`src/verilog/uhr_pkg.sv`:
```
`default_nettype none
package uhr_pkg;
    localparam int          PORTS         = 4;
    localparam logic [7:0]  EE_READ_CMD   = 8'h03;
    localparam logic [7:0]  EE_START_ADDR = 8'h00;
    localparam int          EE_BYTES      = 8;
    localparam int          EE_BITS       = 16 + 8 * EE_BYTES;
    localparam logic [1:0]  SCK_HALF      = 2'h1;
    localparam int          CLK_KHZ       = 10000;
    localparam int          CHIRP_US      = 1000;
    localparam int          CHIRP_CYC     = (CHIRP_US * CLK_KHZ + 999) / 1000;
    localparam logic [2:0]  HOST_KJ_EDGES = 3'h6;
    localparam logic [6:0]  ADDR_RESET    = 7'h00;
    localparam logic [7:0]  CFG_RESET     = 8'h00;
    localparam logic [7:0]  ALT_MULTI_TT  = 8'h01;
    localparam int          OPT_SINGLE_TT = 0;
    localparam int          OPT_FS_ONLY   = 1;

    typedef enum logic [1:0] {
        UHR_SPD_NONE = 2'b00,
        UHR_SPD_FS   = 2'b01,
        UHR_SPD_LS   = 2'b10,
        UHR_SPD_HS   = 2'b11
    } uhr_speed_t;

    typedef struct packed {
        logic [15:0] vendor_id;
        logic [15:0] product_id;
        logic [15:0] device_release_code;
        logic [15:0] options;
    } uhr_ee_cfg_t;

    typedef struct packed {
        logic [1:0] port;
        logic [7:0] data;
        logic       last;
    } uhr_beat_t;

    typedef struct packed {
        logic [PORTS-1:0] mask;
        logic [7:0]       data;
        logic             last;
    } uhr_dn_beat_t;
endpackage
`default_nettype wire
```
`src/verilog/uhr_buf2.sv`:
```
`default_nettype none
module uhr_buf2 (
    input  wire logic                  sys_clk,
    input  wire logic                  rst_n,
    input  wire logic                  s_valid,
    output logic                       s_ready,
    input  wire uhr_pkg::uhr_dn_beat_t s_beat,
    output logic                       m_valid,
    input  wire logic                  m_ready,
    output uhr_pkg::uhr_dn_beat_t      m_beat
);
    // Two entries let the source keep streaming for one cycle after a stall.
    uhr_pkg::uhr_dn_beat_t mem [2];
    uhr_pkg::uhr_dn_beat_t next_mem [2];
    logic       wr_ptr;
    logic       rd_ptr;
    logic [1:0] count;
    logic       next_wr_ptr;
    logic       next_rd_ptr;
    logic [1:0] next_count;
    logic       push;
    logic       pop;

    assign s_ready = (count != 2'h2);
    assign m_valid = (count != 2'h0);
    assign m_beat  = mem[rd_ptr];
    assign push    = s_valid && s_ready;
    assign pop     = m_valid && m_ready;

    always_comb begin
        next_mem    = mem;
        next_wr_ptr = wr_ptr;
        next_rd_ptr = rd_ptr;
        next_count  = count;
        if (push) begin
            next_mem[wr_ptr] = s_beat;
            next_wr_ptr      = !wr_ptr;
        end
        if (pop) begin
            next_rd_ptr = !rd_ptr;
        end
        if (push && !pop) begin
            next_count = count + 2'h1;
        end else if (pop && !push) begin
            next_count = count - 2'h1;
        end
    end

    always_ff @(posedge sys_clk or negedge rst_n) begin
        if (!rst_n) begin
            mem[0] <= '0;
            mem[1] <= '0;
            wr_ptr <= 1'b0;
            rd_ptr <= 1'b0;
            count  <= 2'h0;
        end else begin
            mem    <= next_mem;
            wr_ptr <= next_wr_ptr;
            rd_ptr <= next_rd_ptr;
            count  <= next_count;
        end
    end
endmodule
`default_nettype wire

```
`src/verilog/uhr_hub_ctrl.sv`:
```
`default_nettype none
// Functional notes
// Read ids and options from SPI EEPROM before touching the upstream bus.
// Once loaded and with bus power sensed, enable D+ pull-up, await reset.
// During upstream bus reset, chirp to announce high-speed capability.
// Answering host chirp sequence: enter high speed, drop the D+ pull-up.
// No answering chirp: run as a plain full-speed hub.
// Every bus reset leaves address and configuration value at zero.
// Host sets address then configuration; an address change unconfigures.
// Configured HS hub starts single-TT; alt setting 1 selects multi-TT.
// Full hub function only once configured.
// Multi-TT: each full-speed port handled on its own, own bandwidth.
// Single-TT: traffic for any FS/LS port goes to all FS/LS ports.
// High-speed hub routes FS/LS ports through a transaction translator.
// High-speed device on high-speed hub goes through repeater only.
// Full-speed hub runs HS devices at full speed, others at own speed.
// SIE does stuffing, CRC, handshakes, tokens, address match alone.
// Controller answers SETUP, moves FIFOs, suspend, toggles, port power.
// Repeater links same-speed ports only, changing at packet edges.
// Repeater enters and leaves suspend orderly, passing remote wakeup.
// Until configured, ports are unpowered with SE0 driven; then released.
// With bus power sense low, keep the pull-up off and stay detached.
module uhr_hub_ctrl #(
    parameter int CHIRP_CYCLES = uhr_pkg::CHIRP_CYC
) (
    input  wire logic                     sys_clk,
    input  wire logic                     rst_n,
    input  wire logic                     upstream_vbus_sense,
    input  wire logic                     up_se0_line,
    input  wire logic                     up_k_line,
    output logic                          ee_cs_n,
    output logic                          ee_sck,
    output logic                          ee_mosi,
    input  wire logic                     ee_miso,
    output logic                          cfg_loaded,
    output uhr_pkg::uhr_ee_cfg_t          ee_cfg,
    output logic                          dp_pullup_en,
    output logic                          chirp_k_tx,
    output logic                          hs_mode,
    input  wire logic                     req_set_address,
    input  wire logic [6:0]               req_address,
    input  wire logic                     req_set_config,
    input  wire logic [7:0]               req_config,
    input  wire logic                     req_set_interface,
    input  wire logic [7:0]               req_alt,
    output logic [6:0]                    dev_address,
    output logic [7:0]                    dev_config,
    output logic                          multi_tt,
    input  wire uhr_pkg::uhr_speed_t [3:0] port_speed,
    output logic [3:0]                    port_via_tt,
    output logic [3:0]                    port_hs_ok,
    input  wire logic [3:0]               port_power_req,
    output logic [3:0]                    port_power_en,
    output logic [3:0]                    port_se0_drive,
    input  wire logic                     suspend_req,
    input  wire logic [3:0]               dn_resume_line,
    output logic                          up_resume_tx,
    output logic                          suspended,
    input  wire logic                     in_valid,
    output logic                          in_ready,
    input  wire uhr_pkg::uhr_beat_t       in_beat,
    output logic                          out_valid,
    input  wire logic                     out_ready,
    output uhr_pkg::uhr_dn_beat_t         out_beat
);
    typedef enum logic [2:0] {
        UHR_L_LOAD   = 3'b000,
        UHR_L_DETACH = 3'b001,
        UHR_L_ATTACH = 3'b010,
        UHR_L_CHIRP  = 3'b011,
        UHR_L_WAIT   = 3'b100,
        UHR_L_HS     = 3'b101,
        UHR_L_FS     = 3'b110
    } uhr_link_t;

    localparam logic [31:0] CHIRP_LAST = 32'(CHIRP_CYCLES - 1);

    function automatic logic is_slow(input uhr_pkg::uhr_speed_t s);
        return (s == uhr_pkg::UHR_SPD_FS) || (s == uhr_pkg::UHR_SPD_LS);
    endfunction

    // Pins from outside the clock domain pass two flops before use.
    logic [7:0] sync1;
    logic [7:0] sync2;
    always_ff @(posedge sys_clk or negedge rst_n) begin
        if (!rst_n) begin
            sync1 <= 8'h00;
            sync2 <= 8'h00;
        end else begin
            sync1 <= {dn_resume_line, ee_miso, up_k_line, up_se0_line,
                      upstream_vbus_sense};
            sync2 <= sync1;
        end
    end
    logic vbus;
    logic se0;
    logic kline;
    logic miso;
    assign vbus  = sync2[0];
    assign se0   = sync2[1];
    assign kline = sync2[2];
    assign miso  = sync2[3];

    // EEPROM read: command, start address, then the configuration bytes.
    logic [1:0]  div;
    logic [6:0]  bitn;
    logic [15:0] cmd_sh;
    logic [63:0] rd_sh;
    logic        ee_busy;
    logic [1:0]  next_div;
    logic [6:0]  next_bitn;
    logic [15:0] next_cmd_sh;
    logic [63:0] next_rd_sh;
    logic        next_ee_busy;
    logic        next_sck;
    logic        next_loaded;
    logic        tick;
    assign tick = (div == uhr_pkg::SCK_HALF);

    always_comb begin
        next_div     = tick ? 2'h0 : div + 2'h1;
        next_bitn    = bitn;
        next_cmd_sh  = cmd_sh;
        next_rd_sh   = rd_sh;
        next_ee_busy = ee_busy;
        next_sck     = ee_sck;
        next_loaded  = cfg_loaded;
        if (ee_busy && tick) begin
            if (!ee_sck) begin
                next_sck = 1'b1;
            end else begin
                next_sck    = 1'b0;
                next_cmd_sh = {cmd_sh[14:0], 1'b0};
                next_bitn   = bitn + 7'd1;
                // The synced bit lags two cycles, so take it as SCK falls.
                if (bitn >= 7'd16) begin
                    next_rd_sh = {rd_sh[62:0], miso};
                end
                if (bitn == 7'(uhr_pkg::EE_BITS - 1)) begin
                    next_ee_busy = 1'b0;
                    next_loaded  = 1'b1;
                end
            end
        end
    end

    always_ff @(posedge sys_clk or negedge rst_n) begin
        if (!rst_n) begin
            div        <= 2'h0;
            bitn       <= 7'h00;
            cmd_sh     <= {uhr_pkg::EE_READ_CMD, uhr_pkg::EE_START_ADDR};
            rd_sh      <= 64'h0;
            ee_busy    <= 1'b1;
            ee_sck     <= 1'b0;
            cfg_loaded <= 1'b0;
        end else begin
            div        <= next_div;
            bitn       <= next_bitn;
            cmd_sh     <= next_cmd_sh;
            rd_sh      <= next_rd_sh;
            ee_busy    <= next_ee_busy;
            ee_sck     <= next_sck;
            cfg_loaded <= next_loaded;
        end
    end
    assign ee_cs_n = !ee_busy;
    assign ee_mosi = cmd_sh[15];
    assign ee_cfg  = rd_sh;

    // Upstream attach and speed negotiation.
    uhr_link_t   link;
    uhr_link_t   next_link;
    logic [31:0] tmr;
    logic [31:0] next_tmr;
    logic [2:0]  kj;
    logic [2:0]  next_kj;
    logic        k_prev;
    logic        reset_rise;
    logic        se0_prev;
    logic        fs_only;
    assign fs_only    = ee_cfg.options[uhr_pkg::OPT_FS_ONLY];
    assign reset_rise = se0 && !se0_prev;

    always_comb begin
        next_link = link;
        next_tmr  = tmr;
        next_kj   = kj;
        case (link)
            UHR_L_LOAD:   if (cfg_loaded) next_link = UHR_L_DETACH;
            UHR_L_DETACH: if (vbus) next_link = UHR_L_ATTACH;
            UHR_L_ATTACH: begin
                if (se0) begin
                    next_link = fs_only ? UHR_L_FS : UHR_L_CHIRP;
                    next_tmr  = 32'h0;
                end
            end
            UHR_L_CHIRP: begin
                next_tmr = tmr + 32'h1;
                if (tmr == CHIRP_LAST) begin
                    next_link = UHR_L_WAIT;
                    next_kj   = 3'h0;
                end
            end
            UHR_L_WAIT: begin
                if (kline != k_prev) next_kj = kj + 3'h1;
                if (kj == uhr_pkg::HOST_KJ_EDGES) begin
                    next_link = UHR_L_HS;
                end else if (!se0) begin
                    next_link = UHR_L_FS;
                end
            end
            UHR_L_HS, UHR_L_FS: begin
                if (reset_rise) begin
                    next_link = fs_only ? UHR_L_FS : UHR_L_CHIRP;
                    next_tmr  = 32'h0;
                end
            end
            default: next_link = UHR_L_LOAD;
        endcase
        if (!vbus && link != UHR_L_LOAD) begin
            next_link = UHR_L_DETACH;
        end
    end

    always_ff @(posedge sys_clk or negedge rst_n) begin
        if (!rst_n) begin
            link     <= UHR_L_LOAD;
            tmr      <= 32'h0;
            kj       <= 3'h0;
            k_prev   <= 1'b0;
            se0_prev <= 1'b0;
        end else begin
            link     <= next_link;
            tmr      <= next_tmr;
            kj       <= next_kj;
            k_prev   <= kline;
            se0_prev <= se0;
        end
    end
    // The pull-up stays on while chirping; it drops once HS is agreed or bus power is lost.
    assign dp_pullup_en = (link == UHR_L_ATTACH) || (link == UHR_L_CHIRP)
                          || (link == UHR_L_WAIT) || (link == UHR_L_FS);
    assign chirp_k_tx   = (link == UHR_L_CHIRP);
    assign hs_mode      = (link == UHR_L_HS);

    // Device state, fed by requests the SIE and control logic decoded.
    logic       bus_reset;
    logic       configured;
    logic [6:0] next_address;
    logic [7:0] next_config;
    logic       next_multi;
    assign bus_reset  = reset_rise || (link == UHR_L_DETACH);
    assign configured = (dev_config != uhr_pkg::CFG_RESET);

    always_comb begin
        next_address = dev_address;
        next_config  = dev_config;
        next_multi   = multi_tt;
        if (bus_reset) begin
            next_address = uhr_pkg::ADDR_RESET;
            next_config  = uhr_pkg::CFG_RESET;
            next_multi   = 1'b0;
        end else if (req_set_address) begin
            next_address = req_address;
            if (req_address != dev_address) begin
                next_config = uhr_pkg::CFG_RESET;
                next_multi  = 1'b0;
            end
        end else if (req_set_config) begin
            next_config = req_config;
            next_multi  = 1'b0;
        end else if (req_set_interface && configured && hs_mode) begin
            next_multi = (req_alt == uhr_pkg::ALT_MULTI_TT)
                && !ee_cfg.options[uhr_pkg::OPT_SINGLE_TT];
        end
    end

    always_ff @(posedge sys_clk or negedge rst_n) begin
        if (!rst_n) begin
            dev_address <= uhr_pkg::ADDR_RESET;
            dev_config  <= uhr_pkg::CFG_RESET;
            multi_tt    <= 1'b0;
        end else begin
            dev_address <= next_address;
            dev_config  <= next_config;
            multi_tt    <= next_multi;
        end
    end

    // Per-port routing and port release.
    always_comb begin
        for (int i = 0; i < uhr_pkg::PORTS; i++) begin
            port_via_tt[i] = hs_mode && is_slow(port_speed[i]);
            port_hs_ok[i]  = hs_mode;
        end
    end
    assign port_power_en  = configured ? port_power_req : 4'h0;
    assign port_se0_drive = configured ? 4'h0 : 4'hF;

    // Downstream data path; the port mask is fixed at each packet start.
    logic       in_pkt;
    logic       next_in_pkt;
    logic [3:0] pkt_mask;
    logic [3:0] next_pkt_mask;
    logic [3:0] start_mask;
    logic [3:0] slow_ports;
    logic [3:0] onehot;
    logic       buf_ready;
    logic       fire;
    uhr_pkg::uhr_dn_beat_t dn_beat;

    always_comb begin
        onehot     = 4'h1 << in_beat.port;
        slow_ports = 4'h0;
        for (int i = 0; i < uhr_pkg::PORTS; i++) begin
            slow_ports[i] = is_slow(port_speed[i]);
        end
        if (hs_mode && is_slow(port_speed[in_beat.port]) && !multi_tt) begin
            start_mask = slow_ports;
        end else begin
            start_mask = onehot;
        end
    end

    // Suspend is entered only while in_pkt is low, so it can begin in the cycle that takes a packet's first beat.
    assign in_ready = buf_ready && configured && !suspended;
    assign fire     = in_valid && in_ready;
    assign dn_beat  = '{mask: in_pkt ? pkt_mask : start_mask,
                        data: in_beat.data, last: in_beat.last};

    always_comb begin
        next_in_pkt   = in_pkt;
        next_pkt_mask = pkt_mask;
        if (fire) begin
            next_in_pkt = !in_beat.last;
            if (!in_pkt) next_pkt_mask = start_mask;
        end
    end

    logic next_susp;
    always_comb begin
        next_susp = suspended;
        if (!suspended && suspend_req && !in_pkt) next_susp = 1'b1;
        if (suspended && !suspend_req) next_susp = 1'b0;
        if (bus_reset) next_susp = 1'b0;
    end

    always_ff @(posedge sys_clk or negedge rst_n) begin
        if (!rst_n) begin
            in_pkt       <= 1'b0;
            pkt_mask     <= 4'h0;
            suspended    <= 1'b0;
            up_resume_tx <= 1'b0;
        end else begin
            in_pkt       <= next_in_pkt;
            pkt_mask     <= next_pkt_mask;
            suspended    <= next_susp;
            up_resume_tx <= suspended && (sync2[7:4] != 4'h0);
        end
    end

    uhr_buf2 u_buf (
        .sys_clk (sys_clk),
        .rst_n   (rst_n),
        .s_valid (fire),
        .s_ready (buf_ready),
        .s_beat  (dn_beat),
        .m_valid (out_valid),
        .m_ready (out_ready),
        .m_beat  (out_beat)
    );
endmodule
`default_nettype wire

```
`config.mk`:
```
export PLATFORM = sky130hd
export DESIGN_NAME = uhr_hub_ctrl
export DESIGN_NICKNAME = d
export VERILOG_FILES = /design/src/verilog/uhr_pkg.sv /design/src/verilog/uhr_buf2.sv /design/src/verilog/uhr_hub_ctrl.sv
export SDC_FILE = /design/constraint.sdc
export NUM_CORES = 1
export LEC_CHECK = 0
export BUFFER_PORTS_ARGS = -buffer_cell sky130_fd_sc_hd__buf_4
export CAP_MARGIN = 10
export CORE_MARGIN = 2
export CORE_UTILIZATION = 55
export DETAILED_ROUTE_END_ITERATION = 12
export GPL_TIMING_DRIVEN = 1
export PLACE_DENSITY = 0.81
export SETUP_SLACK_MARGIN = 0.4
export SLEW_MARGIN = 20
export SYNTH_ARGS = -nofsm -noshare
export SYNTH_HDL_FRONTEND = slang
export SYNTH_SLANG_ARGS = --single-unit
```
`constraint.sdc`:
```
create_clock -name sys_clk -period 3 [get_ports sys_clk]
set_clock_uncertainty 0.05 [all_clocks]
set_input_delay 0.3 -clock sys_clk [delete_from_list [all_inputs] [get_ports sys_clk]]
set_output_delay 0.3 -clock sys_clk [all_outputs]
set_load 0.01 [all_outputs]
```
==> results.yml <==
setup_path:
  cp_num_buf_inv: 0
  r2r_slack_ns: 0.56
  slowest_delay_ns: 0.57
  critical_path_required_ns: 3.31
  arrival_ns: 2.74
  critPathLaunchType: "flop"
  cp-end-kind: "flop"
  timing_worst_setup_path_type: "reg -> reg"
  crit_chain: "nand4_2 > or4_4 > a2111o_1 > or4_1 > a21oi_1"
  cp_max_fo: 12
  slowest_stage: "or4_4"
  cp_top_family: "simple AND/OR/NAND/NOR gates"
detailed_routing:
  routedWlPerCell_um: 17.8
  vias_per_cell: 5.68
  drtPass1Iterations: 4
  drc: 0
  drt_iter0_markers: 383
  antenna_left: 0
  wl_mm: 19.2
  num_vias: 6132
timing:
  timing.setup.tns_ns: 0
  tightest_slew_ns: 0.895
  slew_headroom_pct: 40.2
  maxSlewViolCount: 0
  finalHoldViolCount: 0
  rsz0062_at_grt: "false"
  fmax_mhz: 411
  fin_crit_ns: 2.44
  setup_ws_ns: 0.565
  finalCritPeriodShare_pct: 81.2
  finalSetupViolCount: 0
global_routing:
  antenna_found_initial: 0
  grt_pass1_wl_mm: 31.8
  grt_max_degree: 80
  grtUsageTotal_pct: 24.6
  grt-ovfl-total: 0
  grt_pass1_vias: 6399
placed_design:
  placed_cells: 1038
  dpl.hpwl_mm: 13.4
  port_buffers: 181
  placed_cell_area_um2: 9940
  place_congestion: 0.902
  preCtsSetupSlack_ns: 0.413
pwr:
  swShare_pct: 27.1
  switchingPower_mw: 1.79
  p_seq_share_pct: 46.3
  internal_power_mw: 4.80
  power_leakage_nw: 5.15
  comb_power_share_pct: 18.1
  power_density_nw_per_um2: 618
  clockPowerShare_pct: 35.6
  ir_drop_mv: 0.437
cts:
  cts_tree: "built"
  path_clk_slew_ns: 0.07
  htreeDepth: 4
  clock_latency_ns: 0.43
  numCtsBuffers: 17
  clockRootBuffer: "clkbuf_16"
  cts.sinks: 193
  clockBufferDepth: 2
cells_and_area:
  num-nets-final: 947
  syn_to_final_growth_pct: 26.5
  stdcell_area_um2: 10700
  stdcell_count: 1080
  fillers: 1040
  antennaDiodeCount: 0
  multi_input_area_um2: 3360
  drive_above_1_share_pct: 38.7
  regArea_um2: 4840
outcome:
  status: "finished clean"
synthesis:
  synthArstFlopShare_pct: 100
  synth-seq-cells: 193
  synth.avg_cell_area_um2: 12.1
  synth-edff-count: 0
  yosysUniqueCellTypes: 65
  synth_top_flop_cell: "dfrtp_1"
  synth_top_area_share_pct: 56.4
  yosys.area.top_type: "dfrtp_1"
  synth_warnings: 0
  synthTopCellsByArea: "dfrtp_1 56%, mux2_2 14%, xnor2_1 3.0%"
  yosys-top-cells-count: "190 x dfrtp_1, 103 x mux2_2, 51 x nor2_1"
  syn_nets: 763
  synthCells: 695
  synth_area_um2: 8430
  synth.most_common_cell: "dfrtp_1"
  seq_area_frac_synth_pct: 57.4
floorplan:
  dieArea_um2: 16300
  io-pin-count: 182
  initial_utilization_pct: 55.8
  die_width_um: 128
  rows: 45
  fp.coreArea_um2: 15100
  die_h_um: 128
worst_hold_path:
  hp-class: "in -> reg"
job:
  drv_cap: 0
## cell usage in the layout, fill, tap and decap left out, types with 7 or more instances in the layout
cell type	n
buf_4	186
and2_1	7
inv_1	19
nor2_1	50
a22o_1	10
dfrtp_1	188
dlygate4sd3_1	9
nor3_1	8
mux2_2	103
xor2_1	8
or3_1	12
nand2_1	34
a21oi_1	30
nand3_1	14
o21ai_0	23
nor4_1	10
clkbuf_16	17
a211oi_1	8
nand4_1	8
mux2i_1	9
o31ai_1	12
xnor2_1	29
## power groups by stage
| stage | Clock (mW) | Sequential (mW) | Combinational [mW] |
|---|---|---|---|
| final | 2.34 | 3.05 | 1.19 |
| after global routing | 2.49 | 3.09 | 1.30 |
| after floorplan | 0 | 3.04 | 0.716 |
| after CTS | 2.39 | 3.05 | 1.20 |
| after detailed placement | 0 | 3.10 | 1.18 |
| after global placement | 0 | 3.08 | 1.14 |
## cell type report
type	instances	area share (%)
multi-input cells	448	31.5
well taps	188	2.21
repair buffers	198	14.4
flip-flops and latches	193	45.4
inverters	21	0.739
clock inverters	15	1.80
clock buffers	17	3.99
## per-layer routing
metal / up-vias / share of wire [%] / GRT usage [%]
met2: 220 / 49 / 40.4
met3: 40 / 7.0 / 7.14
met5: - / 0 / 0
met1: 3018 / 42 / 31.8
met4: 0 / 1.9 / 7.89
li1: 2854 / - / -
## logic make-up after synthesis
family | share of synthesized area [%]
flops | 57.4
simple gates | 11.3
mux | 14.8
compound gates | 8.78
buf+inv | 2.91
xor+xnor | 3.85
fa+ha+maj | 1.01
## registers in the layout, summed over array words and instances, names as in the netlist, 8 cells and up
| name | cells |
|---|---|
| tmr | 32 |
| u_buf.mem | 26 |
| ee_cfg | 64 |
| cmd_sh | 8 |
| sync1 | 8 |
| sync2 | 8 |
| dev_config | 8 |
## what timing repair did
| item | in CTS | in global routing |
|---|---|---|
| endpoints found under the hold margin | 80 | 0 |
| gates resized for setup | 1 | 3 |
| hold buffers | 9 | 0 |
| buffers inserted | 0 | 1 |
| setup endpoints to repair | 1 | 11 |
## per-stage QoR
stage                     utilization [%]  total power [mW]  hold WS (ns)
final                                70.6              6.58        0.0311
after global routing                 70.6              6.89        0.0215
after CTS                            70.6              6.64        0.0190
after detailed placement             65.9              4.28         0.286
after global placement               65.9              4.22         0.283
after floorplan                         -              3.76       -0.0456
## path summary, 6_finish.rpt
kind                                  to  startpoint  depth (start not counted)
max                              tmr[25]      tmr[3]                          5
min                               in_pkt  in_beat[0]                          2
max reg2reg                      tmr[25]      tmr[3]                          5
min reg2reg                     sync2[7]    sync1[7]                          0
max in group asynchronous        link[2]       rst_n                          3
min in group asynchronous  u_buf.mem[13]       rst_n                          2
(Power assumes the default switching activity.)
